--- config.mk ---
export PLATFORM = sky130hd
export DESIGN_NAME = flash_security_init_control
export DESIGN_NICKNAME = d
export VERILOG_FILES = /design/src/flash_sec_pkg.sv /design/src/launch_check_if.sv /design/src/backdoor_key_compare.sv /design/src/cmd_launch_check.sv /design/src/flash_security_init_control.sv
export SDC_FILE = /design/constraint.sdc
export NUM_CORES = 1
export LEC_CHECK = 0
export BUFFER_PORTS_ARGS = -buffer_cell sky130_fd_sc_hd__buf_4
export CAP_MARGIN = 40
export CORE_UTILIZATION = 50
export DETAILED_ROUTE_END_ITERATION = 10
export PLACE_DENSITY = 0.76
export REMOVE_ABC_BUFFERS = 1
export SETUP_SLACK_MARGIN = 0.02
export SLEW_MARGIN = 20
export SYNTH_ARGS = -nofsm -noshare
export SYNTH_HDL_FRONTEND = slang
export SYNTH_SLANG_ARGS = --single-unit
--- constraint.sdc ---
create_clock -name clock -period 4.4 [get_ports clock]
set_input_delay 0.88 -clock clock [delete_from_list [all_inputs] [get_ports clock]]
set_output_delay 0.88 -clock clock [all_outputs]
set_load 0.1 [all_outputs]
--- src/flash_sec_pkg.sv ---
// Overview of operation
// - Backdoor key is four 16-bit words read from the configuration field.
// - Key-verify compares four software keys with stored words when key access enabled.
// - All four keys matching sets the security state field to unsecured.
// - Stored key words of all zeros or all ones never match.
// - Array reads are flagged invalid while key-verify executes.
// - Every reset loads keys, both protection registers, option and security registers.
// - Faults during reset load leave everything protected and the device secured.
// - A double-bit fault during reset load sets both verify status bits.
// - Complete flag low during reset load, high at its end; commands accepted after.
// - Bus accesses stall during the load; reads allowed once the stall ends.
// - Reset during any command aborts it at once; target contents undefined.
// - Sector erase flags access error unless index pointer equals 001 at launch.
// - Commands not permitted in the present mode flag access error.
// - Sector erase flags access error when address bits 2:0 are nonzero.
// - Sector erase flags access error when address bits 17:16 select no region.
// - Sector erase on protected program flash flags protection violation, no erase.
// - Verify sets any-error bit on any error, uncorrectable bit on uncorrectable ones.
// - Unsecure 0x0B, index 000, erases and verifies all; releases security on success.
// - Failed unsecure verify sets any-error bit and leaves security unchanged.
// - Unsecure flags protection violation if any program flash or EEPROM is protected.
// - Option register loads at reset; double-bit fault forces all its bits to one.
// - Both reserved test registers read zero and ignore writes.
// - After a key mismatch, later key-verify attempts flag access error until reset.
// - Key-verify uses code 0x0C, index 100, keys 0 to 3 in successive words.
package flash_sec_pkg;
  // ==========================================================================
  // Register byte offsets.
  localparam logic [5:0] OFS_STATUS = 6'h00;
  localparam logic [5:0] OFS_INDEX = 6'h04;
  localparam logic [5:0] OFS_COBJ = 6'h08;
  localparam logic [5:0] OFS_SEC = 6'h0C;
  localparam logic [5:0] OFS_PPROT = 6'h10;
  localparam logic [5:0] OFS_EPROT = 6'h14;
  localparam logic [5:0] OFS_OPT = 6'h18;
  localparam logic [5:0] OFS_RSV_A = 6'h1C;
  localparam logic [5:0] OFS_RSV_B = 6'h20;
  // ==========================================================================
  // Field positions and values.
  localparam int BIT_DONE = 7;
  localparam int BIT_ACC_ERR = 5;
  localparam int BIT_VIOL = 4;
  localparam int BIT_MG_ANY = 1;
  localparam int BIT_MG_UNC = 0;
  localparam int BIT_PROT_OPEN = 7;
  localparam logic [1:0] KEY_EN_ON = 2'h2;
  localparam logic [1:0] SEC_UNSECURED = 2'h2;
  localparam logic [7:0] SEC_DEFAULT = 8'hFF;
  localparam logic [7:0] PROT_DEFAULT = 8'h00;
  localparam logic [7:0] OPT_FAULT = 8'hFF;
  localparam logic [15:0] KEY_ZERO = 16'h0000;
  localparam logic [15:0] KEY_ONES = 16'hFFFF;
  // ==========================================================================
  // Commands, index values and configuration addresses.
  localparam logic [7:0] CMD_ERASE_SECTOR = 8'h0A;
  localparam logic [7:0] CMD_UNSECURE = 8'h0B;
  localparam logic [7:0] CMD_VERIFY_KEY = 8'h0C;
  localparam logic [2:0] IDX_ERASE = 3'h1;
  localparam logic [2:0] IDX_UNSECURE = 3'h0;
  localparam logic [2:0] IDX_KEY = 3'h4;
  localparam logic [2:0] IDX_MAX = 3'h4;
  localparam logic [1:0] PF_HI_VALID = 2'h3;
  localparam logic [17:0] CFG_KEY_BASE = 18'h3_FF00;
  localparam logic [17:0] CFG_PROT_ADDR = 18'h3_FF0C;
  localparam logic [17:0] CFG_OPTSEC_ADDR = 18'h3_FF0E;
  localparam logic [2:0] CFG_WORD_PROT = 3'h4;
  localparam logic [2:0] CFG_WORD_LAST = 3'h5;
  // Array operation codes on the array port.
  localparam logic [2:0] NVM_READ = 3'h0;
  localparam logic [2:0] NVM_ERASE_SECTOR = 3'h1;
  localparam logic [2:0] NVM_ERASE_ALL = 3'h2;
  localparam logic [2:0] NVM_VERIFY_SECTOR = 3'h3;
  localparam logic [2:0] NVM_VERIFY_ALL = 3'h4;
endpackage

--- src/launch_check_if.sv ---
`timescale 1ns/10ps
// Signals shared by the sequencer and its two launch checkers.
interface launch_check_if;
  logic [15:0] stored_key [4];
  logic [15:0] cand_key [4];
  logic key_match;
  logic [7:0] cmd_code;
  logic [2:0] cmd_index;
  logic [17:0] erase_addr;
  logic cmd_permitted;
  logic pflash_open;
  logic eeprom_open;
  logic [1:0] key_enable_field;
  logic key_locked;
  logic check_acc_err;
  logic check_viol;
  modport seq (output stored_key, cand_key, cmd_code, cmd_index, erase_addr, cmd_permitted,
               pflash_open, eeprom_open, key_enable_field, key_locked,
               input key_match, check_acc_err, check_viol);
  modport keycmp (input stored_key, cand_key, output key_match);
  modport cmdchk (input cmd_code, cmd_index, erase_addr, cmd_permitted, pflash_open,
                  eeprom_open, key_enable_field, key_locked, output check_acc_err, check_viol);
endinterface

--- src/backdoor_key_compare.sv ---
`timescale 1ns/10ps
// Compares the four candidate keys with the stored backdoor words.
module backdoor_key_compare (
  launch_check_if.keycmp chk
);
  logic [3:0] word_ok;
  // A stored word of all zeros or all ones is unprogrammed or blank, so it never counts.
  for (genvar i = 0; i < 4; i++) begin : g_key
    assign word_ok[i] = (chk.cand_key[i] == chk.stored_key[i]) &&
                        (chk.stored_key[i] != flash_sec_pkg::KEY_ZERO) &&
                        (chk.stored_key[i] != flash_sec_pkg::KEY_ONES);
  end
  assign chk.key_match = &word_ok;
endmodule

--- src/cmd_launch_check.sv ---
`timescale 1ns/10ps
// Decides at launch whether a command is refused, and with which flag.
module cmd_launch_check (
  launch_check_if.cmdchk chk
);
  logic is_erase;
  logic is_unsec;
  logic is_key;
  logic erase_bad;
  logic unsec_bad;
  logic key_bad;
  assign is_erase = chk.cmd_code == flash_sec_pkg::CMD_ERASE_SECTOR;
  assign is_unsec = chk.cmd_code == flash_sec_pkg::CMD_UNSECURE;
  assign is_key = chk.cmd_code == flash_sec_pkg::CMD_VERIFY_KEY;
  // Sector erase needs index 001, a phrase aligned address and a valid upper region.
  assign erase_bad = (chk.cmd_index != flash_sec_pkg::IDX_ERASE) ||
                     (chk.erase_addr[2:0] != 3'h0) ||
                     (chk.erase_addr[17:16] != flash_sec_pkg::PF_HI_VALID);
  assign unsec_bad = chk.cmd_index != flash_sec_pkg::IDX_UNSECURE;
  // A key mismatch since reset locks out every later attempt.
  assign key_bad = (chk.cmd_index != flash_sec_pkg::IDX_KEY) ||
                   (chk.key_enable_field != flash_sec_pkg::KEY_EN_ON) ||
                   chk.key_locked;
  // Unknown codes are refused too, since this block runs no other command.
  assign chk.check_acc_err = !chk.cmd_permitted ||
                            (is_erase && erase_bad) || (is_unsec && unsec_bad) ||
                            (is_key && key_bad) || !(is_erase || is_unsec || is_key);
  assign chk.check_viol = (is_erase && !chk.pflash_open) ||
                            (is_unsec && (!chk.pflash_open || !chk.eeprom_open));
endmodule

--- src/flash_security_init_control.sv ---
`timescale 1ns/10ps
// Flash security, reset load and command sequencer with an Avalon-MM register slave.
module flash_security_init_control (
  input wire logic clock,
  input wire logic nrst,
  input wire logic [5:0] address,
  input wire logic read,
  input wire logic write,
  input wire logic [31:0] writedata,
  input wire logic [3:0] byteenable,
  output logic [31:0] readdata,
  output logic waitrequest,
  output logic nvm_req,
  output logic [2:0] nvm_op,
  output logic [17:0] nvm_addr,
  input wire logic nvm_ack,
  input wire logic [15:0] nvm_rdata,
  input wire logic nvm_sbe,
  input wire logic nvm_dbe,
  input wire logic cmd_permitted,
  output logic array_read_valid,
  output logic device_secured
);
  // ==========================================================================
  // State and storage.
  typedef enum logic [2:0] {
    ST_INIT_RD,
    ST_INIT_FIN,
    ST_IDLE,
    ST_CHECK,
    ST_ERASE,
    ST_VERIFY,
    ST_DONE
  } state_t;

  state_t state_reg;
  state_t state_next;
  logic [2:0] init_idx_reg;
  logic [2:0] init_idx_next;
  logic init_fault_reg;
  logic done_reg;
  logic done_next;
  logic acc_err_reg;
  logic viol_reg;
  logic [1:0] mg_reg;
  logic [1:0] mg_next;
  logic acc_set;
  logic fpv_set;
  logic [2:0] index_reg;
  logic [15:0] cobj_reg [5];
  logic [15:0] key_reg [4];
  logic [7:0] sec_reg;
  logic [7:0] sec_next;
  logic [7:0] pprot_reg;
  logic [7:0] eprot_reg;
  logic [7:0] opt_reg;
  logic key_locked_reg;
  logic lock_set;
  logic nvm_req_reg;
  logic nvm_req_next;
  logic [2:0] nvm_op_reg;
  logic [2:0] nvm_op_next;
  logic [17:0] nvm_addr_reg;
  logic [17:0] nvm_addr_next;
  logic rd_ready_reg;
  logic [31:0] readdata_reg;
  logic unsec_cmd_reg;
  logic unsec_cmd_next;

  launch_check_if chk ();

  backdoor_key_compare u_key (
    .chk(chk)
  );

  cmd_launch_check u_check (
    .chk(chk)
  );

  // ==========================================================================
  // Bus decode.
  // Any access waits while the configuration reads run.
  wire stall = state_reg == ST_INIT_RD;
  wire wr_hit = write && !stall;
  wire sel_status = address == flash_sec_pkg::OFS_STATUS;
  wire sel_index = address == flash_sec_pkg::OFS_INDEX;
  wire sel_cobj = address == flash_sec_pkg::OFS_COBJ;
  wire sel_sec = address == flash_sec_pkg::OFS_SEC;
  wire sel_pprot = address == flash_sec_pkg::OFS_PPROT;
  wire sel_eprot = address == flash_sec_pkg::OFS_EPROT;
  wire sel_opt = address == flash_sec_pkg::OFS_OPT;
  wire status_wr = wr_hit && sel_status && byteenable[0];
  wire clr_acc = status_wr && writedata[flash_sec_pkg::BIT_ACC_ERR];
  wire clr_fpv = status_wr && writedata[flash_sec_pkg::BIT_VIOL];
  // A launch is ignored while an old error flag is still standing.
  wire launch = status_wr && writedata[flash_sec_pkg::BIT_DONE] && done_reg &&
                !acc_err_reg && !viol_reg && state_reg == ST_IDLE;
  // Command setup registers are frozen while a command runs.
  wire idx_wr = wr_hit && sel_index && byteenable[0] && done_reg;
  wire cobj_wr = wr_hit && sel_cobj && done_reg && index_reg <= flash_sec_pkg::IDX_MAX;
  wire [7:0] status_byte = {done_reg, 1'b0, acc_err_reg, viol_reg, 2'b00, mg_reg};

  // Reserved test registers read zero like unmapped words.
  wire [7:0] rd_byte = sel_status ? status_byte :
                       sel_index ? {5'h00, index_reg} :
                       sel_sec ? sec_reg :
                       sel_pprot ? pprot_reg :
                       sel_eprot ? eprot_reg :
                       sel_opt ? opt_reg : 8'h00;
  wire [31:0] rd_mux = sel_cobj ? {16'h0000, cobj_reg[index_reg <= flash_sec_pkg::IDX_MAX ?
                       index_reg : 3'h0]} : {24'h00_0000, rd_byte};

  // Reads take one wait cycle so that data leave a flip-flop.
  assign waitrequest = (stall && (read || write)) || (read && !rd_ready_reg);
  assign readdata = readdata_reg;

  // ==========================================================================
  // Launch check inputs.
  for (genvar i = 0; i < 4; i++) begin : g_keys
    assign chk.stored_key[i] = key_reg[i];
    assign chk.cand_key[i] = cobj_reg[i + 1];
  end
  assign chk.cmd_code = cobj_reg[0][15:8];
  assign chk.cmd_index = index_reg;
  assign chk.erase_addr = {cobj_reg[0][1:0], cobj_reg[1]};
  assign chk.cmd_permitted = cmd_permitted;
  assign chk.pflash_open = pprot_reg[flash_sec_pkg::BIT_PROT_OPEN];
  assign chk.eeprom_open = eprot_reg[flash_sec_pkg::BIT_PROT_OPEN];
  assign chk.key_enable_field = sec_reg[7:6];
  assign chk.key_locked = key_locked_reg;

  wire is_key_cmd = cobj_reg[0][15:8] == flash_sec_pkg::CMD_VERIFY_KEY;
  // Array data are not trustworthy while the key comparison runs.
  assign array_read_valid = !(state_reg == ST_CHECK && is_key_cmd) && !stall;
  assign device_secured = sec_reg[1:0] != flash_sec_pkg::SEC_UNSECURED;
  assign nvm_req = nvm_req_reg;
  assign nvm_op = nvm_op_reg;
  assign nvm_addr = nvm_addr_reg;

  // Configuration word address for each step of the reset load.
  wire [17:0] cfg_addr = (init_idx_reg < flash_sec_pkg::CFG_WORD_PROT) ?
                         flash_sec_pkg::CFG_KEY_BASE + {14'h0000, init_idx_reg, 1'b0} :
                         (init_idx_reg == flash_sec_pkg::CFG_WORD_PROT) ?
                         flash_sec_pkg::CFG_PROT_ADDR : flash_sec_pkg::CFG_OPTSEC_ADDR;
  wire init_take = state_reg == ST_INIT_RD && nvm_ack;
  wire verify_fail = nvm_sbe || nvm_dbe;

  // ==========================================================================
  // Sequencer.
  // Reset load first, then one command at a time.
  always_comb begin
    state_next = state_reg;
    init_idx_next = init_idx_reg;
    done_next = done_reg;
    mg_next = mg_reg;
    sec_next = sec_reg;
    acc_set = 1'b0;
    fpv_set = 1'b0;
    lock_set = 1'b0;
    nvm_req_next = nvm_req_reg;
    nvm_op_next = nvm_op_reg;
    nvm_addr_next = nvm_addr_reg;
    unsec_cmd_next = unsec_cmd_reg;
    unique case (state_reg)
      ST_INIT_RD: begin
        if (!nvm_req_reg) begin
          nvm_req_next = 1'b1;
          nvm_op_next = flash_sec_pkg::NVM_READ;
          nvm_addr_next = cfg_addr;
        end else if (nvm_ack) begin
          nvm_req_next = 1'b0;
          if (nvm_dbe) begin
            mg_next = 2'b11;
          end
          if (init_idx_reg == flash_sec_pkg::CFG_WORD_LAST) begin
            state_next = ST_INIT_FIN;
          end else begin
            init_idx_next = init_idx_reg + 3'h1;
          end
        end
      end
      ST_INIT_FIN: begin
        done_next = 1'b1;
        state_next = ST_IDLE;
      end
      ST_IDLE: begin
        if (launch) begin
          done_next = 1'b0;
          mg_next = 2'b00;
          state_next = ST_CHECK;
        end
      end
      ST_CHECK: begin
        if (chk.check_acc_err) begin
          acc_set = 1'b1;
          state_next = ST_DONE;
        end else if (chk.check_viol) begin
          fpv_set = 1'b1;
          state_next = ST_DONE;
        end else if (is_key_cmd) begin
          if (chk.key_match) begin
            sec_next = {sec_reg[7:2], flash_sec_pkg::SEC_UNSECURED};
          end else begin
            acc_set = 1'b1;
            lock_set = 1'b1;
          end
          state_next = ST_DONE;
        end else begin
          unsec_cmd_next = cobj_reg[0][15:8] == flash_sec_pkg::CMD_UNSECURE;
          nvm_req_next = 1'b1;
          nvm_op_next = (cobj_reg[0][15:8] == flash_sec_pkg::CMD_UNSECURE) ?
                        flash_sec_pkg::NVM_ERASE_ALL : flash_sec_pkg::NVM_ERASE_SECTOR;
          nvm_addr_next = chk.erase_addr;
          state_next = ST_ERASE;
        end
      end
      ST_ERASE: begin
        if (nvm_ack) begin
          nvm_req_next = 1'b0;
          state_next = ST_VERIFY;
        end
      end
      ST_VERIFY: begin
        if (!nvm_req_reg) begin
          nvm_req_next = 1'b1;
          nvm_op_next = unsec_cmd_reg ? flash_sec_pkg::NVM_VERIFY_ALL :
                        flash_sec_pkg::NVM_VERIFY_SECTOR;
        end else if (nvm_ack) begin
          nvm_req_next = 1'b0;
          mg_next = {verify_fail, nvm_dbe};
          if (unsec_cmd_reg && !verify_fail) begin
            sec_next = {sec_reg[7:2], flash_sec_pkg::SEC_UNSECURED};
          end
          state_next = ST_DONE;
        end
      end
      ST_DONE: begin
        done_next = 1'b1;
        state_next = ST_IDLE;
      end
    endcase
    // A failed reset load falls back to the protected, secured defaults.
    if (state_reg == ST_INIT_FIN && init_fault_reg) begin
      sec_next = flash_sec_pkg::SEC_DEFAULT;
    end
  end

  // ==========================================================================
  // Control registers.
  // Reset abandons any command at once; the array sees its request drop.
  always_ff @(posedge clock or negedge nrst) begin
    if (!nrst) begin
      state_reg <= ST_INIT_RD;
      init_idx_reg <= 3'h0;
      done_reg <= 1'b0;
      nvm_req_reg <= 1'b0;
      nvm_op_reg <= flash_sec_pkg::NVM_READ;
      nvm_addr_reg <= 18'h0_0000;
      unsec_cmd_reg <= 1'b0;
      mg_reg <= 2'b00;
    end else begin
      state_reg <= state_next;
      init_idx_reg <= init_idx_next;
      done_reg <= done_next;
      nvm_req_reg <= nvm_req_next;
      nvm_op_reg <= nvm_op_next;
      nvm_addr_reg <= nvm_addr_next;
      unsec_cmd_reg <= unsec_cmd_next;
      mg_reg <= mg_next;
    end
  end

  // Error flags: a hardware set in the clearing cycle wins.
  always_ff @(posedge clock or negedge nrst) begin
    if (!nrst) begin
      acc_err_reg <= 1'b0;
      viol_reg <= 1'b0;
      key_locked_reg <= 1'b0;
    end else begin
      acc_err_reg <= (acc_err_reg && !clr_acc) || acc_set;
      viol_reg <= (viol_reg && !clr_fpv) || fpv_set;
      key_locked_reg <= key_locked_reg || lock_set;
    end
  end

  // Configuration registers loaded from the array during the reset load.
  always_ff @(posedge clock or negedge nrst) begin
    if (!nrst) begin
      sec_reg <= flash_sec_pkg::SEC_DEFAULT;
      pprot_reg <= flash_sec_pkg::PROT_DEFAULT;
      eprot_reg <= flash_sec_pkg::PROT_DEFAULT;
      opt_reg <= flash_sec_pkg::OPT_FAULT;
      init_fault_reg <= 1'b0;
    end else if (init_take && init_idx_reg == flash_sec_pkg::CFG_WORD_PROT) begin
      pprot_reg <= nvm_dbe ? flash_sec_pkg::PROT_DEFAULT : nvm_rdata[15:8];
      eprot_reg <= nvm_dbe ? flash_sec_pkg::PROT_DEFAULT : nvm_rdata[7:0];
      init_fault_reg <= init_fault_reg || nvm_dbe;
    end else if (init_take && init_idx_reg == flash_sec_pkg::CFG_WORD_LAST) begin
      opt_reg <= nvm_dbe ? flash_sec_pkg::OPT_FAULT : nvm_rdata[15:8];
      sec_reg <= nvm_dbe ? flash_sec_pkg::SEC_DEFAULT : nvm_rdata[7:0];
      init_fault_reg <= init_fault_reg || nvm_dbe;
    end else if (init_take) begin
      init_fault_reg <= init_fault_reg || nvm_dbe;
    end else if (state_reg == ST_INIT_FIN && init_fault_reg) begin
      pprot_reg <= flash_sec_pkg::PROT_DEFAULT;
      eprot_reg <= flash_sec_pkg::PROT_DEFAULT;
      sec_reg <= sec_next;
    end else begin
      sec_reg <= sec_next;
    end
  end

  // Backdoor key words; a faulted word is zeroed so it can never match.
  for (genvar i = 0; i < 4; i++) begin : g_keyload
    always_ff @(posedge clock or negedge nrst) begin
      if (!nrst) begin
        key_reg[i] <= flash_sec_pkg::KEY_ZERO;
      end else if (init_take && init_idx_reg == 3'(i)) begin
        key_reg[i] <= nvm_dbe ? flash_sec_pkg::KEY_ZERO : nvm_rdata;
      end
    end
  end

  // ==========================================================================
  // Command setup registers.
  always_ff @(posedge clock or negedge nrst) begin
    if (!nrst) begin
      index_reg <= 3'h0;
    end else if (idx_wr) begin
      index_reg <= writedata[2:0];
    end
  end

  // Each command object word is written byte by byte at the current index.
  for (genvar i = 0; i < 5; i++) begin : g_cobj
    always_ff @(posedge clock or negedge nrst) begin
      if (!nrst) begin
        cobj_reg[i] <= 16'h0000;
      end else if (cobj_wr && index_reg == 3'(i)) begin
        cobj_reg[i][7:0] <= byteenable[0] ? writedata[7:0] : cobj_reg[i][7:0];
        cobj_reg[i][15:8] <= byteenable[1] ? writedata[15:8] : cobj_reg[i][15:8];
      end
    end
  end

  // ==========================================================================
  // Read data path.
  always_ff @(posedge clock or negedge nrst) begin
    if (!nrst) begin
      rd_ready_reg <= 1'b0;
      readdata_reg <= 32'h0000_0000;
    end else begin
      rd_ready_reg <= read && !stall && !rd_ready_reg;
      if (read && !stall && !rd_ready_reg) begin
        readdata_reg <= rd_mux;
      end
    end
  end
endmodule

### Word-level counts from Yosys, hierarchy flattened

Index checks and enable logic that the tools add are counted.

* register bits: 248
* input port bits: 66
* output and inout bits: 57
* logic and storage cells: 318

* $add $sub $neg: 2
* order comparisons: 3
* equality and inequality tests: 60
* multiplexer cells: 87
* bitwise operators: 6
* reduce and logical (&&, ||, !) cells: 126

Operators with widths (count)
* $mux 8: 18
* $mux 18: 5
* $eq 16x16->1: 4
* $mux 16: 4
* $ne 16x16->1 const B: 4
* $reduce_bool 16->1: 4
* $logic_and 1x1->1: 51
* $bmux 16 s3: 1
* $mux 3: 14
* $mux 2: 18
* $pmux 18 s2: 1
* $ne 2x2->1 const B: 16
* $eq 8x4->1 const B: 3
* $reduce_and 2->1: 12
* $mux 1: 20
* $logic_or 1x1->1: 19
* $eq 3x2->1 const B: 6
* $eq 3x3->1 const B: 6
* $eq 6x5->1 const B: 3
* $pmux 3 s6: 1
* $reduce_bool 3->1: 6
* $ne 4x2->1 const B: 4
* $reduce_and 7->1: 2
* $eq 6x4->1 const B: 2
* other kinds (29): 60

### Depth between registers and ports, before layout

Gate-level depths: netlist of run 1.

* depth after elaboration: 13
* mapped depth: 9
* mapped depth without buffers: 8

### Hierarchy

A second synthesis of run 1 with hierarchy kept.

* cells, all modules: 1107
* area total of the unflattened synthesis: 11693.7 um^2

By module, submodules not included
* flash_security_init_control: instances 1, cells an instance 964, area each 10566.4 um^2, sequential area each 5825.6 um^2
* backdoor_key_compare: instances 1, cells an instance 129, area each 1013.5 um^2, sequential area each 0.0 um^2
* cmd_launch_check: instances 1, cells an instance 14, area each 113.9 um^2, sequential area each 0.0 um^2

### Worst setup path after synthesis of run 1

OpenSTA, ideal clock, no wires.

* path kind: reg-to-output
* start point: register state_reg[0]
* end point: output waitrequest
* arrival time: 2.537 ns
* slack: 0.983 ns
* stages on the path, launching flop included: 5
* buffers on the path: 1
* cell sequence: dfrtp_1 > clkbuf_1 > nor3_1 > a21oi_1 > a21oi_1

* cells in the longest elaborated chain, start to end: 3

RTL lines
* from (decl): line flash_security_init_control.sv:36 `state_t state_reg;`
* from (signal assigned): line flash_security_init_control.sv:262 `state_reg <= state_next;`
* $logic_not 3->1: line flash_security_init_control.sv:83 `wire stall = state_reg == ST_INIT_RD;`
* $logic_and 1x1->1: line flash_security_init_control.sv:114 `assign waitrequest = (stall && (read || write)) || (read && !rd_ready_reg);`
* $logic_or 1x1->1: line flash_security_init_control.sv:114
* to (decl): line flash_security_init_control.sv:12 `output logic waitrequest,`

Every way passes these cells.

### Worst setup path after layout of run 1

* start point: register cobj_reg, in the netlist chk.cmd_code[5]
* end point: output array_read_valid

* cells in the longest elaborated chain, start to end: 4

RTL lines
* from (decl): line flash_security_init_control.sv:50 `logic [15:0] cobj_reg [5];`
* from (signal, indexed assignment): line flash_security_init_control.sv:340 `cobj_reg[i][7:0] <= byteenable[0] ? writedata[7:0] : cobj_reg[i][7:0];`
* from (signal, indexed assignment): line flash_security_init_control.sv:341 `cobj_reg[i][15:8] <= byteenable[1] ? writedata[15:8] : cobj_reg[i][15:8];`
* $eq 8x4->1: line flash_security_init_control.sv:132 `wire is_key_cmd = cobj_reg[0][15:8] == flash_sec_pkg::CMD_VERIFY_KEY;`
* $logic_and 1x1->1: line flash_security_init_control.sv:134 `assign array_read_valid = !(state_reg == ST_CHECK && is_key_cmd) && !stall;`
* $logic_not 1->1: line flash_security_init_control.sv:134
* $logic_and 1x1->1: line flash_security_init_control.sv:134
* to (decl): line flash_security_init_control.sv:21 `output logic array_read_valid,`

Every way passes these cells.

==> run summary, run 1 <==
Comb pwr share: 8.5%
Max Cap Viol: 0
Hold_buf cts: 0
Worst EP required: 3.52 ns
Grt ovf: 0
Row Count: 55
Reg2reg start: chk.cmd_code[5]$_DFFE_PN0P_
CTS tree: built
Final cycle utilization of the critical path: 78.0%
Final setup TNS: 0 ns
Worst vdd ir: 0.202 mV
Starting Density: 51.0%
ANT cells: 0
Global-route wire length before repair: 51,600 um
Number of buffers created by CTS: 25
Dpl hpwl: 24,400 um
Synth warn: 0
#FFs+latches synth: 232
Sw Ratio: 24.9%
Top Ports: 123
Tmin final: 3.43 ns
Mapped Cells: 1,104
CTS resizes: 0
Min-delay worst type: primary input to asynchronous set/reset pin
H-tree Lvls: 1
Die height: 154 um
Area grow syn2layout: 15.5%
Clock Latency Late Sink: 0.54 ns
Die W: 154 um
DIE AREA: 23,600 um^2
Worst R2R End: nvm_addr[3]$_DFFE_PN0P_
Multi-input gate area: 5370 um^2
Avg Cell Area, Syn: 10.4 um^2
Post-layout util: 58.9%
Final Hold Viols: 0
Via density: 6.13
Critical path endpoint category: output port
Unique masters post-synth: 68
Layout cells sized above 1: 23.7%
Root buf cell: clkbuf_16
Total Wirelength: 33,200 um
Worst setup endpoint: array_read_valid
Non-filler instance count after layout: 1,485
Hold_ws: 0.441 ns
Drt initial violations: 880
GPL Wtd Cong: 0.934
Worst Setup SP: chk.cmd_code[5]$_DFFE_PN0P_
Gr usage total: 28.7%
Async S/R FF share, synth: 100%
Register area: 5830 um^2
Filler cell count: 1,892
Max Clock Skew: 0.0218 ns
Largest net degree at the start of global routing: 113
Pwr dens: 363 nW/um^2
Pre-Repair DR Iteration Count: 5
R2r worst-path depth: 7
Top FF cell, synth: dfrtp_1
Relative slew slack: 43.5%
Max Buffers Root-to-Sink: 3
Post-CTS Setup Inserts: 0
Reg power frac: 46.0%
Nets: 1,252
Mapped cell area: 11,500 um^2
Fmax: 291 MHz
Vias in the first global route: 8,779
Placed Cells incl. Taps: 1,438
Via count: 9,096
Worst-margin pin slew: 0.848 ns
Switch Pwr: 1.20 mW
Core ar.: 22,600 um^2
Initial antenna violation count: 0
# port buffers: 88
Clk slew on worst S/H paths: 0.06 ns
Number of enable flip-flop cells after synthesis: 0
Pint: 3.62 mW
Crit path kind: flop to output port
Pins Over Slew Limit: 0
# DRC: 0
Number of clock sinks: 232
Post-DR wirelength/cell: 22.3 um
Final WS setup: 0.969 ns
Clk pwr share: 45.5%
Antenna viol nets, final: 0
CP Max Fanout: 6
Place WS: 1.19 ns
RSZ-0062 raised after global routing: no
Critical path launch point type: flop
Leakage: 6.11 nW
Final setup fails: 0
WP data arrival: 2.55 ns
Worst reg-to-reg setup slack: 1.27 ns
Sequential fraction of the synthesis area: 50.6%
Status: completed
## power by group through the flow
stage	clock [mW]	combinational [mW]	sequential (mW)
6_report	2.19	0.411	2.22
5_1_grt	2.30	0.440	2.22
4_1_cts	2.22	0.409	2.21
3_5_place_dp	0	0.407	2.25
3_3_place_gp	0	0.400	2.25
2_1_floorplan	0	0.196	2.27
## critical path, cell delays in order, from the launching register on
cell and delay, ns:
dfrtp_1 0.41, nor4_1 0.73, and2_0 0.42, a31oi_1 0.17
buf_4 0.28
## per-stage QoR
step           instance area, um^2  power (mW)
6_report                     13300        4.82
5_1_grt                      13300        4.96
3_5_place_dp                 12400        2.66
2_1_floorplan                11200        2.47
3_3_place_gp                 12400        2.65
4_1_cts                      13300        4.84
## per-layer routing
metal	global-route usage [%]	vias to the layer above	part of all wire, %
met1	39.2	4486	41
met4	12.2	0	4.2
met2	45.7	425	47
met3	4.23	75	7.2
met5	0	-	0
li1	-	4110	-
## cells in the mapped netlist, drive strengths merged (11+ instances only)
cell type  count  area (um^2)
dfrtp        216         5410
nand2        153          579
o21ai        133          666
mux2          94         1060
nor2          58          223
clkbuf        44          166
nand4         34          213
xnor2         34          298
xor2          33          289
nor4          30          188
buf           29          185
nand3         28          155
a21oi         26          130
nand2b        25          156
mux2i         18          180
dfstp         16          420
o22a          11         96.3
## kinds of logic after synthesis
group                    count (synthesis)  share of synthesized area [%]
adder cells (fa/ha/maj)                  5                          0.544
XOR/XNOR                                67                           5.10
other                                    1                         0.0326
multiplexers                           119                           12.1
AO/OA/AOI/OAI                          222                           11.5
AND/OR/NAND/NOR                        379                           16.9
buffers and inverters                   79                           3.25
flip-flops                             232                           50.6
## final cells by class
| type | instances | area share [%] |
|---|---|---|
| sequential | 232 | 43.8 |
| multi-input combinational | 808 | 40.4 |
| timing repair buffer | 108 | 6.47 |
| clock buffer | 36 | 5.47 |
| tap | 285 | 2.68 |
| clock inverter | 10 | 1.04 |
| inverter | 6 | 0.169 |
## placed cells by master, fill, tap and decap left out, types with 7 or more instances in the layout
cell type / n
a21oi_1: 26
mux2_2: 93
o22a_1: 11
nand2_1: 151
conb_1: 16
mux4_2: 7
o2111ai_1: 8
dfrtp_1: 216
buf_4: 101
clkbuf_16: 25
xnor2_1: 34
dfstp_2: 16
mux2i_1: 18
nand4_1: 34
nand2b_1: 25
a22o_1: 7
nand3_1: 25
xor2_1: 33
nor4_1: 30
a221oi_1: 9
nor2_1: 56
o21ai_0: 132
## worst min path at each step
stage,from,endpoint,slack (ns),depth (start not counted)
after floorplan,chk.key_locked$_DFF_PN0_,chk.key_locked$_DFF_PN0_,0.44,2
after global placement,readdata[12]$_DFFE_PN0P_,readdata[12]$_DFFE_PN0P_,0.45,2
after detailed placement,readdata[15]$_DFFE_PN0P_,readdata[15]$_DFFE_PN0P_,0.46,2
after CTS,nrst,chk.cand_key[29]$_DFFE_PN0P_,0.46,1
after global routing,nrst,chk.stored_key[44]$_DFFE_PN0P_,0.50,1
final,nrst,chk.stored_key[28]$_DFFE_PN0P_,0.44,1
Power figures use the tool's default switching activity.
==> inputs of run 2 (changes only) <==
--- a/config.mk
+++ b/config.mk
@@ -9,7 +9,7 @@
 export CAP_MARGIN = 40
 export CORE_UTILIZATION = 50
 export DETAILED_ROUTE_END_ITERATION = 10
-export PLACE_DENSITY = 0.76
+export PLACE_DENSITY = 0.78
 export REMOVE_ABC_BUFFERS = 1
 export SETUP_SLACK_MARGIN = 0.02
 export SLEW_MARGIN = 20
==> constraint.sdc (replaced) <==
create_clock -name clock -period 3.12 [get_ports clock]
set_input_delay 0.624 -clock clock [delete_from_list [all_inputs] [get_ports clock]]
set_output_delay 0.624 -clock clock [all_outputs]
set_load 0.1 [all_outputs]
==> run 2 against run 1 <==
Compared with the run above: hold slack lost 0.31 ns; sequential share of layout area shrank 0.17 points; count of clock-buffer cells in the layout shrank 3; combinational power grew 43%; largest cell class unchanged.
==> run summary, run 2 (same netlist as run 1, synthesis figures left out) <==
Status: completed
Number of clock sinks: 232 (unchanged)
Max Buffers Root-to-Sink: 3 (unchanged)
Total Wirelength: 33,000 um (-0.69%)
Largest net degree at the start of global routing: 96 (-15%)
Worst vdd ir: 0.297 mV (+47%)
Most frequent cells in the layout: dfrtp_1 (216), nand2_1 (151), o21ai_0 (132)
Cell Chain, Critical Path: nor3_1 > a21oi_1 > a21oi_1 > buf_4
Multi-input gate area: 5370 um^2 (unchanged)
WP data arrival: 2.32 ns (-0.23 ns)
Slowest cell delay on critical path: 0.61 ns (-0.12 ns)
Row Count: 55 (unchanged)
Pins Over Slew Limit: 0 (unchanged)
Antenna viol nets, final: 0 (unchanged)
Initial antenna violation count: 0 (unchanged)
Area grow syn2layout: 16.0%
Worst R2R End: chk.cand_key[26]$_DFFE_PN0P_
Fmax: 340 MHz
Root buf cell: clkbuf_16
Post-DR wirelength/cell: 22.1 um (-1.2%)
H-tree Lvls: 1 (unchanged)
Most common cell after layout, fill and taps aside: dfrtp_1
Reg2reg start: state_reg[1]$_DFFE_PN0P_
Final setup fails: 0 (unchanged)
Pre-Repair DR Iteration Count: 5 (unchanged)
Via density: 6.19 (+1.1%)
Pwr dens: 513 nW/um^2 (+41%)
Post-CTS Setup Inserts: 0 (unchanged)
RSZ-0062 raised after global routing: no
Layout cells sized above 1: 24.4% (+0.75 points)
Tmin final: 2.94 ns
Worst reg-to-reg setup slack: 0.40 ns (-0.87 ns)
Worst path bufs/invs: 1 (unchanged)
Leakage: 6.16 nW (+0.79%)
Final Hold Viols: 0 (unchanged)
CTS tree: built
Critical path launch point type: flop
Final setup TNS: 0 ns (unchanged)
R2r worst-path depth: 6 (-1)
Grt ovf: 0 (unchanged)
Vias in the first global route: 8,983 (+2.3%)
# port buffers: 88 (unchanged)
Starting Density: 51.0% (unchanged)
Number of buffers created by CTS: 24 (-4.0%)
Die W: 154 um (unchanged)
Cell mode on critical path: a21oi_1
Hold_buf cts: 0 (unchanged)
Register area: 5830 um^2 (unchanged)
Worst-margin pin slew: 0.794 ns (-0.0542 ns)
DIE AREA: 23,600 um^2 (unchanged)
Core ar.: 22,600 um^2 (unchanged)
ANT cells: 0 (unchanged)
Worst EP required: 2.50 ns (-1.02 ns)
Global-route wire length before repair: 52,200 um (+1.2%)
Via count: 9,245 (+1.6%)
Die height: 154 um (unchanged)
Filler cell count: 1,858 (-1.8%)
CP max stage cell: nor3_1
Largest delay share family, worst path: simple AND/OR/NAND/NOR gates
Clk slew on worst S/H paths: 0.06 ns (about the same)
Relative slew slack: 46.7% (+3.2 points)
CP Max Fanout: 20 (+14)
# DRC: 0 (unchanged)
Max Clock Skew: 0.00968 ns (-0.0121 ns)
Nets: 1,261 (+0.72%)
GPL Wtd Cong: 0.967 (+3.5%)
Min-delay worst type: primary input to asynchronous set/reset pin
Gr usage total: 28.6% (-0.029 points)
Top Ports: 123 (unchanged)
CTS resizes: 0 (unchanged)
Final cycle utilization of the critical path: 94.3%
Dpl hpwl: 24,200 um (-1.1%)
Drt initial violations: 927 (+5.3%)
Clock Latency Late Sink: 0.52 ns (-0.02 ns)
Critical path endpoint category: output port
Crit path kind: flop to output port
Post-layout util: 59.1% (+0.23 points)
Max Cap Viol: 0 (unchanged)
[run 2: power by group]
group          internal, mW  switching (mW)  total, mW
clock network          1.93            1.20       3.13
registers              3.06          0.0575       3.12
logic                 0.173           0.416      0.589
total                  5.17            1.68       6.85
[run 2: worst max path at each step]
stage	startpoint	endpoint	cells after the start
after global placement	address[1]	chk.cand_key[28]$_DFFE_PN0P_	7
after detailed placement	address[1]	chk.cand_key[28]$_DFFE_PN0P_	7
after global routing	state_reg[1]$_DFFE_PN0P_	waitrequest	4
final	state_reg[1]$_DFFE_PN0P_	waitrequest	4
after CTS	state_reg[1]$_DFFE_PN0P_	waitrequest	4
after floorplan	state_reg[0]$_DFFE_PN0P_	waitrequest	2
[run 2: area by class of cell]
cell class	count	area share, %
multi-input cells	808	40.2
clock inverters	11	1.16
repair buffers	118	6.79
flip-flops and latches	232	43.6
inverters	6	0.169
well taps	285	2.67
clock buffers	33	5.36
[run 2: layer usage]
metal / wire, um / vias to the layer above / track usage (%)
li1: - / 4116 / -
met1: 13600 / 4574 / 39.6
met2: 15200 / 464 / 44.7
met3: 2600 / 91 / 4.26
met4: 1520 / 0 / 13.1
met5: 0 / - / 0
[run 2: worst reg2reg max path, delay by kind of cell (launching register included)]
kind / cells / cell delay, ns
mux: 1 / 0.39
simple gates: 5 / 1.54
flops: 1 / 0.66
[run 2: metrics by stage]
step                      worst slack, ns  total power, mW  hold WS [ns]  instance area (um^2)  std cells
after floorplan                   -0.0502             3.48         0.328                 11200       1046
after detailed placement            0.153             3.75         0.461                 12500       1449
after global routing               0.0641             7.03         0.189                 13300       1493
after CTS                           0.217             6.86         0.152                 13300       1493
after global placement              0.184             3.74         0.455                 12500       1449
final                               0.177             6.85         0.135                 13300       1493
